<file path="config.mk">
export PLATFORM = sky130hd
export DESIGN_NAME = byte_op_execute_unit
export DESIGN_NICKNAME = d
export VERILOG_FILES = /design/src/rtl/byte_op_pkg.sv /design/src/rtl/file_ram.sv /design/src/rtl/byte_op_execute_unit.sv
export SDC_FILE = /design/constraint.sdc
export NUM_CORES = 1
export LEC_CHECK = 0
export BUFFER_PORTS_ARGS = -buffer_cell sky130_fd_sc_hd__buf_2
export CORE_AREA = 2 2 285 287
export CTS_CLUSTER_SIZE = 10
export DETAILED_ROUTE_END_ITERATION = 12
export DIE_AREA = 0 0 287 289
export GPL_ROUTABILITY_DRIVEN = 0
export HOLD_SLACK_MARGIN = 0.05
export PLACE_DENSITY = 0.63
export RECOVER_POWER = 25
export SYNTH_ARGS = -nofsm -noshare
export SYNTH_HDL_FRONTEND = slang
export SYNTH_SLANG_ARGS = --single-unit
export TNS_END_PERCENT = 10
</file>
<file path="constraint.sdc">
create_clock -name ref_clk -period 9.3 [get_ports ref_clk]
set_clock_uncertainty 0.15 [all_clocks]
set_input_delay 0.465 -clock ref_clk [delete_from_list [all_inputs] [get_ports ref_clk]]
set_output_delay 0.465 -clock ref_clk [all_outputs]
set_load 0.005 [all_outputs]
</file>
<file path="src/rtl/byte_op_pkg.sv">
// Package for the byte-op execute unit: opcodes, field layout, timing.
// Assumes a 14-bit instruction word and an 8-bit data path.
package byte_op_pkg;
    localparam int INSTR_W       = 14;
    localparam int DATA_W        = 8;
    localparam int FADDR_W       = 7;
    localparam int PC_W          = 13;
    localparam int JUMP_W        = 11;
    localparam int BIT_SEL_W     = 3;
    localparam int OSC_PER_CYCLE = 4;
    localparam int PHASE_W       = 2;
    localparam int FILE_DEPTH    = 128;

    // Field positions inside the instruction word
    localparam int DEST_BIT      = 7;
    localparam int FADDR_LSB     = 0;
    localparam int BITSEL_LSB    = 7;
    localparam int JUMP_LSB      = 0;
    localparam int PAGE_LO       = 3;

    // Byte-op opcodes, bits 13..8
    localparam logic [5:0] OP_COMPLEMENT = 6'h09;
    localparam logic [5:0] OP_DECREMENT  = 6'h03;
    localparam logic [5:0] OP_INCREMENT  = 6'h0A;
    localparam logic [5:0] OP_DEC_SKIP   = 6'h0B;
    localparam logic [5:0] OP_INC_SKIP   = 6'h0F;
    // Long jump: bits 13..11
    localparam logic [2:0] OP_LONG_JUMP  = 3'h5;

    localparam logic [7:0]  W_RESET      = 8'h00;
    localparam logic [PC_W-1:0] PC_RESET = 13'h0000;
    localparam logic [1:0]  PHASE_RESET  = 2'h0;

    typedef enum logic [1:0] {
        ST_FETCH = 2'b00,
        ST_NOP   = 2'b01
    } exec_state_e;

    typedef struct packed {
        logic [5:0]         opcode;
        logic               dest_file;
        logic [FADDR_W-1:0] faddr;
        logic [BIT_SEL_W-1:0] bit_sel;
        logic [JUMP_W-1:0]  jump_target;
    } decoded_s;

    typedef struct packed {
        logic               z_write;
        logic               z_value;
        logic               w_write;
        logic               f_write;
        logic [DATA_W-1:0]  result;
    } result_s;
endpackage

</file>
<file path="src/rtl/file_ram.sv">
// Small file-register memory with registered read data.
// Assumes one write and one read port on the same clock.
`timescale 1ns/1ps
`default_nettype none
module file_ram
    import byte_op_pkg::*;
#(
    parameter int DEPTH  = FILE_DEPTH,
    parameter int AW     = FADDR_W,
    parameter int DW     = DATA_W
) (
    input  wire logic          ref_clk,  // Core clock
    input  wire logic          wr_en,    // Write strobe
    input  wire logic [AW-1:0] wr_addr,  // Write address
    input  wire logic [DW-1:0] wr_data,  // Write data
    input  wire logic [AW-1:0] rd_addr,  // Read address
    output logic      [DW-1:0] rd_data   // Registered read data
);
    logic [DW-1:0] mem [DEPTH];

    always_ff @(posedge ref_clk) begin
        if (wr_en) begin
            mem[wr_addr] <= wr_data;
        end
        rd_data <= mem[rd_addr];
    end
endmodule
`default_nettype wire

</file>
<file path="src/rtl/byte_op_execute_unit.sv">
// Execute unit for complement/decrement/increment of a file register,
// the skip-on-null variants and the long jump.
// Assumes instr arrives before phase 0 of each cycle; ref_clk is the osc.
// Assumes instr holds for all four phases of the cycle it is meant for.
// The file RAM has no reset: its words are unknown until written.
// Words presented during a flushed cycle are dropped.
// Functional notes
// - One cycle per instruction; jump or taken skip adds NOP
// - Instruction cycle is four oscillator periods
// - Destination bit: 0 accumulator, 1 file
// - Bit field selects one of eight bits
// - Complement inverts register, updates zero only
// - Long jump: immediate low, latch bits high
// - Decrement subtracts one, updates zero only
// - Increment adds one, updates zero only
// - Decrement-skip: no status, NOP on zero
// - Increment-skip: no status, NOP on zero
// - File address field is seven bits
`timescale 1ns/1ps
`default_nettype none
module byte_op_execute_unit
    import byte_op_pkg::*;
(
    input  wire logic               ref_clk,        // Oscillator clock
    input  wire logic               reset,          // Sync reset, high
    input  wire logic [INSTR_W-1:0] instr,          // Current instruction
    input  wire logic [7:0]         pc_upper_page_latch, // Page latch
    output logic      [PC_W-1:0]    pc,             // Program counter
    output logic      [DATA_W-1:0]  acc,            // Accumulator
    output logic                    zero_flag,      // Zero status
    output logic      [1:0]         phase,          // Oscillator phase
    output logic                    cycle_end,      // Last phase pulse
    output logic                    nop_cycle,      // Flushed cycle
    output logic                    unknown_op,     // Not decoded here
    output logic                    sel_bit,        // Bit-select operand
    output logic      [DATA_W-1:0]  file_rd_data    // Operand read
);
    logic [1:0]         phase_r;
    logic [1:0]         phase_nxt;
    exec_state_e        state_r;
    exec_state_e        state_nxt;
    logic [PC_W-1:0]    pc_r;
    logic [PC_W-1:0]    pc_nxt;
    logic [DATA_W-1:0]  acc_r;
    logic               zero_r;
    decoded_s           dec;
    result_s            res;
    logic [DATA_W-1:0]  operand;
    logic               is_com;
    logic               is_dec;
    logic               is_inc;
    logic               is_decsz;
    logic               is_incsz;
    logic               is_jump;
    logic               result_zero;
    logic               take_skip;
    logic               exec_strobe;
    logic               in_fetch;
    logic               in_nop;
    logic               dest_acc;

    logic [DATA_W-1:0]  com_val;
    logic [DATA_W-1:0]  dec_val;
    logic [DATA_W-1:0]  inc_val;
    logic [DATA_W-1:0]  alu_out;
    logic [PC_W-1:0]    jump_pc;
    logic [PC_W-1:0]    step_pc;
    logic [PC_W-1:0]    skip_pc;
    logic [DATA_W-1:0]  bit_hit;

    // Four oscillator periods per instruction cycle
    assign phase_nxt   = phase_r + 2'h1;
    // Execution happens on the edge that closes the last phase
    assign exec_strobe = (phase_r == 2'(OSC_PER_CYCLE - 1));
    assign in_fetch    = (state_r == ST_FETCH);
    assign in_nop      = (state_r == ST_NOP);

    // Field decode
    assign dec.opcode      = instr[13:8];
    assign dec.dest_file   = instr[DEST_BIT];
    assign dec.faddr       = instr[FADDR_LSB +: FADDR_W];
    assign dec.bit_sel     = instr[BITSEL_LSB +: BIT_SEL_W];
    assign dec.jump_target = instr[JUMP_LSB +: JUMP_W];
    assign dest_acc        = ~dec.dest_file;

    assign is_com   = (dec.opcode == OP_COMPLEMENT);
    assign is_dec   = (dec.opcode == OP_DECREMENT);
    assign is_inc   = (dec.opcode == OP_INCREMENT);
    assign is_decsz = (dec.opcode == OP_DEC_SKIP);
    assign is_incsz = (dec.opcode == OP_INC_SKIP);
    assign is_jump  = (instr[13:11] == OP_LONG_JUMP);

    // Operand fetched during phase 0, stable by phase 3
    file_ram u_file_ram (
        .ref_clk (ref_clk),
        .wr_en   (res.f_write),
        .wr_addr (dec.faddr),
        .wr_data (res.result),
        .rd_addr (dec.faddr),
        .rd_data (operand)
    );

    // Arithmetic and result routing
    assign com_val     = ~operand;
    assign dec_val     = operand - 8'h01;
    assign inc_val     = operand + 8'h01;
    assign alu_out     = is_com                ? com_val
                       : (is_dec || is_decsz) ? dec_val
                       : (is_inc || is_incsz) ? inc_val
                       : operand;
    assign res.result  = alu_out;

    assign result_zero = (alu_out == 8'h00);
    wire   flag_op     = is_com | is_dec | is_inc;
    wire   skip_op     = is_decsz | is_incsz;
    wire   byte_op     = flag_op | skip_op;
    // Words in a flushed cycle change nothing
    wire   do_exec     = exec_strobe & in_fetch;
    assign res.f_write = do_exec & byte_op & dec.dest_file;
    assign res.w_write = do_exec & byte_op & dest_acc;
    // Skip variants leave status alone
    assign res.z_write = do_exec & flag_op;
    assign res.z_value = result_zero;
    assign take_skip   = skip_op & result_zero;

    // Candidate program counter values
    assign jump_pc = {pc_upper_page_latch[PAGE_LO +: 2],
                      dec.jump_target};
    assign step_pc = pc_r + 13'h0001;
    assign skip_pc = pc_r + 13'h0002;

    // Next PC and state
    always_comb begin
        pc_nxt    = pc_r;
        state_nxt = state_r;
        if (exec_strobe) begin
            case (state_r)
                ST_FETCH: begin
                    if (is_jump) begin
                        pc_nxt    = jump_pc;
                        state_nxt = ST_NOP;
                    end else if (take_skip) begin
                        pc_nxt    = skip_pc;
                        state_nxt = ST_NOP;
                    end else begin
                        pc_nxt    = step_pc;
                    end
                end
                ST_NOP: begin
                    state_nxt = ST_FETCH;
                end
                default: begin
                    state_nxt = ST_FETCH;
                end
            endcase
        end
    end

    // Reset leaves the file RAM as it was
    always_ff @(posedge ref_clk) begin
        if (reset) begin
            phase_r <= PHASE_RESET;
        end else begin
            phase_r <= phase_nxt;
        end
    end

    always_ff @(posedge ref_clk) begin
        if (reset) begin
            state_r <= ST_FETCH;
        end else begin
            state_r <= state_nxt;
        end
    end

    always_ff @(posedge ref_clk) begin
        if (reset) begin
            pc_r <= PC_RESET;
        end else begin
            pc_r <= pc_nxt;
        end
    end

    always_ff @(posedge ref_clk) begin
        if (reset) begin
            acc_r <= W_RESET;
        end else if (res.w_write) begin
            acc_r <= res.result;
        end
    end

    always_ff @(posedge ref_clk) begin
        if (reset) begin
            zero_r <= 1'b0;
        end else if (res.z_write) begin
            zero_r <= res.z_value;
        end
    end

    // One match per bit position picks the bit-select operand
    for (genvar gi = 0; gi < DATA_W; gi++) begin : g_bit_pick
        assign bit_hit[gi] = operand[gi]
                           & (dec.bit_sel == BIT_SEL_W'(gi));
    end

    assign pc           = pc_r;
    assign acc          = acc_r;
    assign zero_flag    = zero_r;
    assign phase        = phase_r;
    assign cycle_end    = exec_strobe;
    assign nop_cycle    = in_nop;
    assign unknown_op   = ~(byte_op | is_jump);
    assign sel_bit      = |bit_hit;
    assign file_rd_data = operand;
endmodule
`default_nettype wire

</file>
== Yosys cells after proc, flatten, opt, wreduce, memory -nomap -nowiden ==
Memories as Yosys holds them, arrays and structs flattened. A register that Yosys moved wholly into a read port is not among the register bits.
Index checks and enable logic that the tools add are counted.

* Bits in registers: 26
* Memory bits (writable): 1,024
* Input bits: 24
* Output and inout port bits: 36
* Memories: 1

{| class="wikitable"
|+ Memory list
! memory !! depth !! bits a word !! rd ports !! clocked after memory_dff !! wr ports !! line !! source
|-
| u_file_ram.mem || 128 || 8 || 1 || 1 || 1 || file_ram.sv:19 || <nowiki>logic [DW-1:0] mem [DEPTH];</nowiki>
|}

* $add $sub $neg: 5
* Eq/ne operators: 16
* Mux-type cells: 10
* Bitwise operators: 22
* Reduce and logical (&&, ||, !) cells: 8

{| class="wikitable"
|+ Operators by type and width
! cell !! number
|-
| 13-bit 2-to-1 mux || 2
|-
| 6-bit by 4-bit equality test with 1-bit output (second input constant) || 4
|-
| 8-bit 2-to-1 mux || 3
|-
| 3-bit equality test (second input constant) || 5
|-
| 1-bit bitwise AND || 14
|-
| 13-bit by 1-bit adder with 13-bit output (second input constant) || 1
|-
| 13-bit by 2-bit adder with 13-bit output (second input constant) || 1
|-
| 8-bit by 1-bit adder with 8-bit output (second input constant) || 1
|-
| 8-bit zero test || 1
|-
| 8-bit inverter || 1
|-
| 8-bit OR reduction || 1
|-
| 8-bit by 1-bit subtractor with 8-bit output (second input constant) || 1
|-
| 3-bit by 2-bit equality test with 1-bit output (second input constant) || 2
|-
| 6-bit by 2-bit equality test with 1-bit output (second input constant) || 1
|-
| 2-bit 2-to-1 mux || 3
|-
| 1-bit OR || 5
|-
| 2-bit AND reduction || 2
|-
| 3-bit by 1-bit equality test with 1-bit output (second input constant) || 1
|-
| 3-bit zero test || 1
|-
| 3-bit inequality test (second input constant) || 1
|-
| 2-bit by 1-bit adder with 2-bit output (second input constant) || 1
|-
| 2-bit by 1-bit equality test with 1-bit output (second input constant) || 1
|-
| 2-bit equality test (second input constant) || 1
|-
| 2-bit zero test || 1
|-
| other kinds (3) || 6
|}

== Depth between registers and ports, before layout ==
Gate-level depths: netlist (run 1).

* Word-level depth: 10
* Depth in mapped cells: 12
* Gate-level depth less buffers: 11

== Cells and area by module ==
A second synthesis (run 1) with hierarchy kept.

* Cells, all modules: 1,868
* Area total of the unflattened synthesis: 41,592.4 um^2

{| class="wikitable"
|+ Modules (own cells, without submodules)
! module !! times used !! cells an instance !! area each (um^2)
|-
| file_ram || 1 || 1,635 || 39,665.5
|-
| byte_op_execute_unit || 1 || 233 || 1,926.8
|}

== Least setup slack after synthesis (run 1) ==
OpenSTA, ideal clock, no wires.

* Path kind: input port to flip-flop
* Start point: input instr[10]
* End point: register pc_r[7], in the netlist pc[7]
* Setup time: 117 ps
* Arrival: 6,603 ps
* Required time: 9,033 ps
* Setup slack: 2,429 ps
* Cell stages on the path: 11
* Path through: buf_2 or4_1 nor4_1 a311oi_1 xnor2_1 or4_1 o31ai_2 and2_1 buf_2 a32o_1 a32o_1

* Longest elaborated chain between the ends: 9
* Elaborated cells between the ends (all ways): 15
* Those cells by class: eq/ne (5); mux (5); bitwise (2); reduce/logical (3)

{| class="wikitable"
|+ RTL lines
! item !! line !! source
|-
| start: declaration || byte_op_execute_unit.sv:26 || <nowiki>input wire logic [INSTR_W-1:0] instr,</nowiki>
|-
| 6-bit by 4-bit equality test with 1-bit output, on equally long branches || byte_op_execute_unit.sv:88, byte_op_execute_unit.sv:90 ||
|-
| 1-bit logical OR || byte_op_execute_unit.sv:109 || <nowiki>: (is_inc || is_incsz) ? inc_val</nowiki>
|-
| 8-bit 2-to-1 mux || byte_op_execute_unit.sv:109 ||
|-
| 8-bit 2-to-1 mux || byte_op_execute_unit.sv:108 || <nowiki>: (is_dec || is_decsz) ? dec_val</nowiki>
|-
| 8-bit 2-to-1 mux (*) || byte_op_execute_unit.sv:107 || <nowiki>assign alu_out = is_com ? com_val</nowiki>
|-
| named net alu_out[7] || byte_op_execute_unit.sv:65 || <nowiki>logic [DATA_W-1:0] alu_out;</nowiki>
|-
| 8-bit zero test (*) || byte_op_execute_unit.sv:113 || <nowiki>assign result_zero = (alu_out == 8'h00);</nowiki>
|-
| 1-bit bitwise AND (*) || byte_op_execute_unit.sv:124 || <nowiki>assign take_skip = skip_op & result_zero;</nowiki>
|-
| 13-bit 2-to-1 mux (*) || byte_op_execute_unit.sv:142 || <nowiki>end else if (take_skip) begin</nowiki>
|-
| 13-bit 2-to-1 mux (*) || byte_op_execute_unit.sv:139 || <nowiki>if (is_jump) begin</nowiki>
|-
| end signal: assignment || byte_op_execute_unit.sv:180 || <nowiki>pc_r <= pc_nxt;</nowiki>
|-
| end: declaration || byte_op_execute_unit.sv:42 || <nowiki>logic [PC_W-1:0] pc_r;</nowiki>
|}

Mark *: on every way through the listed nets, which the timed path passes. The rest lies on a longest branch.
A chain may end at the register's enable or synchronous reset.

== Worst setup path after layout (run 1) ==
* Start point: register u_file_ram.rd_data[2] (read register of u_file_ram.mem)
* End point: register pc_r[6], in the netlist pc[6]

* Longest elaborated chain between the ends: 8
* Elaborated cells between the ends (all ways): 10
* Those cells by class: add/sub (2); mux (5); bitwise (2); reduce/logical (1)

{| class="wikitable"
|+ RTL lines
! item !! line !! source
|-
| start: declaration || file_ram.sv:17 || <nowiki>output logic [DW-1:0] rd_data</nowiki>
|-
| 8-bit by 1-bit adder with 8-bit output || byte_op_execute_unit.sv:106 || <nowiki>assign inc_val = operand + 8'h01;</nowiki>
|-
| 8-bit 2-to-1 mux || byte_op_execute_unit.sv:109 ||
|-
| 8-bit 2-to-1 mux (*) || byte_op_execute_unit.sv:108 ||
|-
| 8-bit 2-to-1 mux (*) || byte_op_execute_unit.sv:107 ||
|-
| named net alu_out[5] || byte_op_execute_unit.sv:65 ||
|-
| 8-bit zero test (*) || byte_op_execute_unit.sv:113 ||
|-
| 1-bit bitwise AND (*) || byte_op_execute_unit.sv:124 ||
|-
| 13-bit 2-to-1 mux (*) || byte_op_execute_unit.sv:142 ||
|-
| 13-bit 2-to-1 mux (*) || byte_op_execute_unit.sv:139 ||
|}

Marks and branches as above.

==> impl_metrics.env, run 1 <==
export IMPL_finalNetCount=2410
export IMPL_timing_final_crit_period_ns=6.391
export IMPL_drt_first_iter_violations=2740
export IMPL_seq_power_share=0.543
export IMPL_port_buffer_count=53
export IMPL_final_util=0.5537
export IMPL_cts_resized=0
export IMPL_grt_usage=0.2523
export IMPL_power_density_mw_per_mm2=227.5
export IMPL_clk_pin_slew_ns=0.06
export IMPL_dieArea_sq_mm=0.08294
export IMPL_yosys_top_cells_area="edfxtp_1, a22oi_1, a22o_1"
export IMPL_intPower_w=0.007856
export IMPL_vias=22921
export IMPL_layout_commonest_cell="edfxtp_1"
export IMPL_regArea_sq_mm=0.03141
export IMPL_drive_gt1_frac=0.09839
export IMPL_worstPathArrival_ns=6.83
export IMPL_hp_class="input pin to flip-flop"
export IMPL_root_buffer="clkbuf_16"
export IMPL_status="finished, violations left"
export IMPL_antenna_found_initial=1
export IMPL_setup_viol=0
export IMPL_grt_ovfl_total=0
export IMPL_swShare=0.2196
export IMPL_clock_latency_ns=0.68
export IMPL_synth_edf_count=1024
export IMPL_rows=104
export IMPL_p_comb_frac=0.061
export IMPL_synth_top_area_frac=0.7761
export IMPL_ios=60
export IMPL_drv_cap=9
export IMPL_max_slew_margin_rel=-1.892
export IMPL_syn_num_nets=2349
export IMPL_synth_seq_cells=1057
export IMPL_end_kind="flip-flop"
export IMPL_grt_max_degree=105
export IMPL_clock_power_share=0.396
export IMPL_avgRoutedWirePerCell_microns=30.29
export IMPL_worst_path_max_fanout=98
export IMPL_cts_tree="done"
export IMPL_max_clock_freq_mhz=156.5
export IMPL_finalHoldViolCount=0
export IMPL_synthArstFlopShare=0
export IMPL_fillers=6158
export IMPL_syn_inst=2320
export IMPL_grt_pass1_wl_microns=152400
export IMPL_violations="capacitance limit, slew limit"
export IMPL_ys_seq_area_frac=0.7928
export IMPL_dp_hpwl_microns=57960
export IMPL_rsz0062_at_grt="no"
export IMPL_drc_errors=0
export IMPL_tns_ns=0
export IMPL_cp_start_kind="flip-flop"
export IMPL_dr_pass1_iters=5
export IMPL_critPathRequiredTime_ns=9.74
export IMPL_detail_route_wirelength_microns=105400
export IMPL_path_class="flip-flop to flip-flop"
export IMPL_n_antenna_cell=0
export IMPL_antenna_left=0
export IMPL_die_h_microns=289
export IMPL_htreeDepth=3
export IMPL_initial_core_util=0.4959
export IMPL_yosysWarningCount=0
export IMPL_viasPerCell=6.588
export IMPL_final_cell_mix="edfxtp_1, a22oi_1, nor2_1, clkbuf_16, a22o_1"
export IMPL_yosys_area_top_type="edfxtp_1"
export IMPL_post_route_period_util=0.6872
export IMPL_numCtsBuffers=117
export IMPL_clk_path_buf_depth=3
export IMPL_fp_coreArea_sq_mm=0.07990
export IMPL_yosys_most_used_dff="edfxtp_1"
export IMPL_cts_sinks=1057
export IMPL_slew_violations=514
export IMPL_multiInputGateArea_sq_mm=0.007600
export IMPL_grt_pass1_vias=22163
export IMPL_die_x_microns=287
export IMPL_worst_pin_slew_ns=4.338
export IMPL_vdd_ir_drop_max_uv=182.4
export IMPL_syn_to_final_growth_pct=11.66
export IMPL_syn_cell_area_sq_mm=0.03962
export IMPL_synth_cell_types=73
export IMPL_leakagePower_nw=13.37
export IMPL_p_switching_w=0.002210
export IMPL_avgSynthCellArea_sq_um=17.08
==> per-stage QoR <==
step / cell area, sq um / std cells / worst slack (ns) / hold slack (ns) / power, W
detailed placement: 41130 / 3319 / 4.602 / 0.2976 / 0.006163
CTS: 44320 / 3479 / 5.099 / 0.06009 / 0.01009
global placement: 41130 / 3319 / 4.683 / 0.2755 / 0.006138
global route: 44240 / 3479 / 2.488 / 0.1196 / 0.01032
floorplan: 39620 / 2320 / 2.429 / 0.2824 / 0.005914
finish: 44240 / 3479 / 2.909 / 0.06497 / 0.01007
==> layout make-up <==
type                    count  area share
well taps                1060     0.02998
flip-flops and latches   1057      0.7100
multi-input cells        1086      0.1718
repair buffers            111     0.01612
inverters                   8   0.0006788
clock buffers             149     0.06986
clock inverters             8    0.001584
==> registers in the layout, summed over array words and instances (netlist names) <==
| signal | count |
|---|---|
| zero_flag | 1 |
| state_r | 1 |
| u_file_ram.rd_data | 8 |
| u_file_ram.mem | 1024 |
| acc | 8 |
| pc | 13 |
| phase | 2 |
==> metal layers <==
metal,wire length [microns],GRT usage,vias up,part of all wire
met5,12,0,-,0.00011
met3,9534,0.04622,202,0.090
met4,3203,0.08698,2,0.030
met2,50260,0.4017,1192,0.48
li1,-,-,9763,-
met1,42370,0.3532,11762,0.40
==> timing repair <==
action | 4_1_cts | 5_1_grt
hold buffers | 3 | 0
hold endpoints to repair | 12 | 0
setup buffers | 0 | 0
==> path summary, 6_finish.rpt <==
path                         start        to  slack (ns)  depth (start not counted)
max          u_file_ram.rd_data[2]     pc[6]        2.91                         10
min reg2reg               phase[0]  phase[0]        0.30                          1
min                       instr[9]     pc[9]        0.06                          3
max reg2reg  u_file_ram.rd_data[2]     pc[6]        2.91                         10
==> cells by family (layout without fill, tap and decap cells) <==
kind of cell / count (synthesis) / after routing / synth area share
buffers and inverters: 177 / 276 / 0.01746
xor gates and xnor gates: 10 / 10 / 0.002684
adders and majority gates: 5 / 5 / 0.001579
muxes: 15 / 15 / 0.005811
DFF: 1057 / 1057 / 0.7928
and+or+nand+nor: 374 / 374 / 0.04740
AOI/OAI and AO/OA: 682 / 682 / 0.1323
==> power by group through the flow <==
stage / logic [W] / clock network, W / registers, W
6_report: 0.000611 / 0.00399 / 0.00547
5_1_grt: 0.000656 / 0.00420 / 0.00547
4_1_cts: 0.000620 / 0.00402 / 0.00545
3_5_place_dp: 0.000619 / 0 / 0.00554
3_3_place_gp: 0.000596 / 0 / 0.00554
2_1_floorplan: 0.000330 / 0 / 0.00558
==> cells in the mapped netlist (7+ instances only) <==
| master | n |
|---|---|
| a21oi_1 | 11 |
| a221oi_1 | 86 |
| a22o_1 | 87 |
| a22oi_1 | 347 |
| a31oi_1 | 62 |
| and3_1 | 8 |
| buf_1 | 35 |
| clkbuf_1 | 126 |
| dfxtp_1 | 33 |
| edfxtp_1 | 1024 |
| inv_1 | 8 |
| mux2i_1 | 8 |
| nand2_1 | 37 |
| nand2b_1 | 7 |
| nand3_1 | 23 |
| nand4_1 | 74 |
| nor2_1 | 156 |
| nor2b_1 | 9 |
| nor3_1 | 15 |
| nor4_1 | 14 |
| o211ai_1 | 16 |
| o21ai_0 | 23 |
| xnor2_1 | 9 |
==> worst max-delay path: stages, from the launching register on <==
cell,delay [ns]
dfxtp_1,0.48
or4_1,0.59
nor4_1,0.24
a311oi_1,0.14
xnor2_2,0.19
clkbuf_1,2.98
or3_1,0.35
or4_1,0.43
mux2i_4,0.34
a41oi_2,0.16
a211oi_2,0.23
(Power assumes the default switching activity.)
==> run 2, diff against run 1 <==
--- a/config.mk
+++ b/config.mk
@@ -12,7 +12,7 @@
 export DIE_AREA = 0 0 287 289
 export GPL_ROUTABILITY_DRIVEN = 0
 export HOLD_SLACK_MARGIN = 0.05
-export PLACE_DENSITY = 0.63
+export PLACE_DENSITY = 0.66
 export RECOVER_POWER = 25
 export SYNTH_ARGS = -nofsm -noshare
 export SYNTH_HDL_FRONTEND = slang
==> constraint.sdc (replaced) <==
create_clock -name ref_clk -period 5.3 [get_ports ref_clk]
set_clock_uncertainty 0.15 [all_clocks]
set_input_delay 0.265 -clock ref_clk [delete_from_list [all_inputs] [get_ports ref_clk]]
set_output_delay 0.265 -clock ref_clk [all_outputs]
set_load 0.005 [all_outputs]
==> run 2 against run 1 <==
The run still ends with capacitance limit, slew limit left. Routed wire length is 1.7% lower. Utilization increased by 0.99 points. Register-to-register slack worse by 1.8 ns. Power grew 74%. Largest cell class unchanged.
==> impl_metrics.env, run 2 (synthesis gave the netlist of run 1 again) <==
export IMPL_hp_class="input pin to flip-flop"
export IMPL_path_class="input pin to flip-flop"
export IMPL_critPathMaxStageDelay_ns=0.77
export IMPL_htreeDepth=3
export IMPL_r2r_end="pc[11]"
export IMPL_detail_route_wirelength_microns=103600
export IMPL_grt_max_degree=105
export IMPL_die_h_microns=289
export IMPL_top_register="u_file_ram.mem"
export IMPL_path_buf_inv=3
export IMPL_dr_pass1_iters=6
export IMPL_cts_sinks=1057
export IMPL_timing_final_crit_period_ns=4.539
export IMPL_antenna_found_initial=0
export IMPL_post_route_period_util=0.8564
export IMPL_drt_first_iter_violations=3210
export IMPL_grt_pass1_vias=22792
export IMPL_violations="capacitance limit, slew limit"
export IMPL_leakagePower_nw=13.86
export IMPL_avgRoutedWirePerCell_microns=29.01
export IMPL_clk_path_buf_depth=3
export IMPL_grt_ovfl_total=0
export IMPL_worst_slack_ns=0.7613
export IMPL_slew_violations=227
export IMPL_syn_to_final_growth_pct=13.65
export IMPL_end_kind="flip-flop"
export IMPL_setup_viol=0
export IMPL_viasPerCell=6.573
export IMPL_status="finished, violations left"
export IMPL_die_x_microns=287
export IMPL_numCtsBuffers=116
export IMPL_drv_cap=7
export IMPL_drc_errors=0
export IMPL_drive_gt1_frac=0.1273
export IMPL_rows=104
export IMPL_vias=23486
export IMPL_ios=60
export IMPL_post_cts_setup_buffers=0
export IMPL_initial_core_util=0.4959
export IMPL_n_antenna_cell=0
export IMPL_cp_start_kind="input pin"
export IMPL_hold_ws_ns=0.1529
export IMPL_worstHoldPathCells=3
export IMPL_final_util=0.5636
export IMPL_worstPathArrival_ns=5.02
export IMPL_finalNetCount=2510
export IMPL_holdPathEnd="u_file_ram.rd_data[4]"
export IMPL_max_slew_margin_rel=-0.3937
export IMPL_cts_tree="done"
export IMPL_power_density_mw_per_mm2=389.9
export IMPL_worst_pin_slew_ns=2.091
export IMPL_port_buffer_count=53
export IMPL_dp_hpwl_microns=59140
export IMPL_critPathTopFamily="simple AND/OR/NAND/NOR gates"
export IMPL_antenna_left=0
export IMPL_layout_commonest_cell="edfxtp_1"
export IMPL_reg2reg_slack_ns=1.13
export IMPL_placed_area_sq_mm=0.04193
export IMPL_fp_coreArea_sq_mm=0.07990
export IMPL_clock_latency_ns=0.68
export IMPL_min_from="instr[5]"
export IMPL_regArea_sq_mm=0.03141
export IMPL_r2r_cells=10
export IMPL_crit_chain="dlygate4sd3_1 > clkbuf_1 > nand2b_1 > nor3_1 > a311oi_1 > xnor2_4 > or4_1 > o31ai_2 > a31o_1 > a21oi_1 > a211oi_1 > dlygate4sd3_1"
export IMPL_dp_slack_ns=1.258
export IMPL_cp_common_cell="dlygate4sd3_1"
export IMPL_critPathRequiredTime_ns=5.78
export IMPL_fillers=6015
export IMPL_final_area_sq_mm=0.04503
export IMPL_root_buffer="clkbuf_16"
export IMPL_multiInputGateArea_sq_mm=0.007596
export IMPL_grt_pass1_wl_microns=152300
export IMPL_vdd_ir_drop_max_uv=262.9
export IMPL_timing_rr_start="u_file_ram.rd_data[4]"
export IMPL_cp_startpoint="instr[8]"
export IMPL_dieArea_sq_mm=0.08294
export IMPL_final_cell_mix="edfxtp_1, a22oi_1, nor2_1, clkbuf_16, buf_4"
export IMPL_cp_slowest_cell="nor3_1"
export IMPL_clk_pin_slew_ns=0.06
export IMPL_largest_reg_flops=1024
export IMPL_worst_path_max_fanout=31
export IMPL_rsz0062_at_grt="no"
export IMPL_finalHoldViolCount=0
export IMPL_max_clock_freq_mhz=220.3
export IMPL_tns_ns=0
export IMPL_grt_usage=0.2488
-- run 2: power by group --
part	leakage (nW)	internal, W	switching (W)
clock	1.52	0.00391	0.00297
sequential	9.52	0.00954	0.0000315
combinational	2.82	0.000243	0.000857
-- run 2: routing by layer --
| metal | up-vias | part of all wire | global-route usage |
|---|---|---|---|
| met3 | 190 | 0.10 | 0.04142 |
| met5 | - | 0 | 0 |
| li1 | 9976 | - | - |
| met1 | 11878 | 0.40 | 0.3495 |
| met2 | 1442 | 0.48 | 0.4028 |
| met4 | 0 | 0.025 | 0.07565 |
-- run 2: final cells by class --
class	instances	share of cell area
Clock buffer	140	0.06647
Sequential cell	1057	0.6976
Multi-Input combinational cell	1086	0.1687
Timing Repair Buffer	212	0.03448
Inverter	8	0.0006669
Tap cell	1060	0.02945
Clock inverter	10	0.002668
-- run 2: metrics by stage --
stage | total power [W] | std cells
5_1_grt | 0.01803 | 3573
6_report | 0.01756 | 3573
2_1_floorplan | 0.01036 | 2320
4_1_cts | 0.01762 | 3573
3_5_place_dp | 0.01083 | 3409
3_3_place_gp | 0.01078 | 3409
-- run 2: how the worst max path moves through the flow --
stage / end / cells after the start
floorplan: u_file_ram.mem[0][2] / 6
global placement: pc[12] / 10
detailed placement: pc[10] / 10
CTS: pc[11] / 10
global route: pc[11] / 12
finish: pc[11] / 12
-- run 2: worst min-delay path: cells and delay by family --
kind / cells / cell delay, ns
AO/OA/AOI/OAI: 1 / 0.13
buffers and inverters: 1 / 0.26
AND/OR/NAND/NOR: 1 / 0.24
-- run 2: what timing repair did --
item | in CTS | in global routing
hold buffers | 14 | 0
endpoints found under the hold margin | 23 | 0
gates resized for setup | 0 | 0
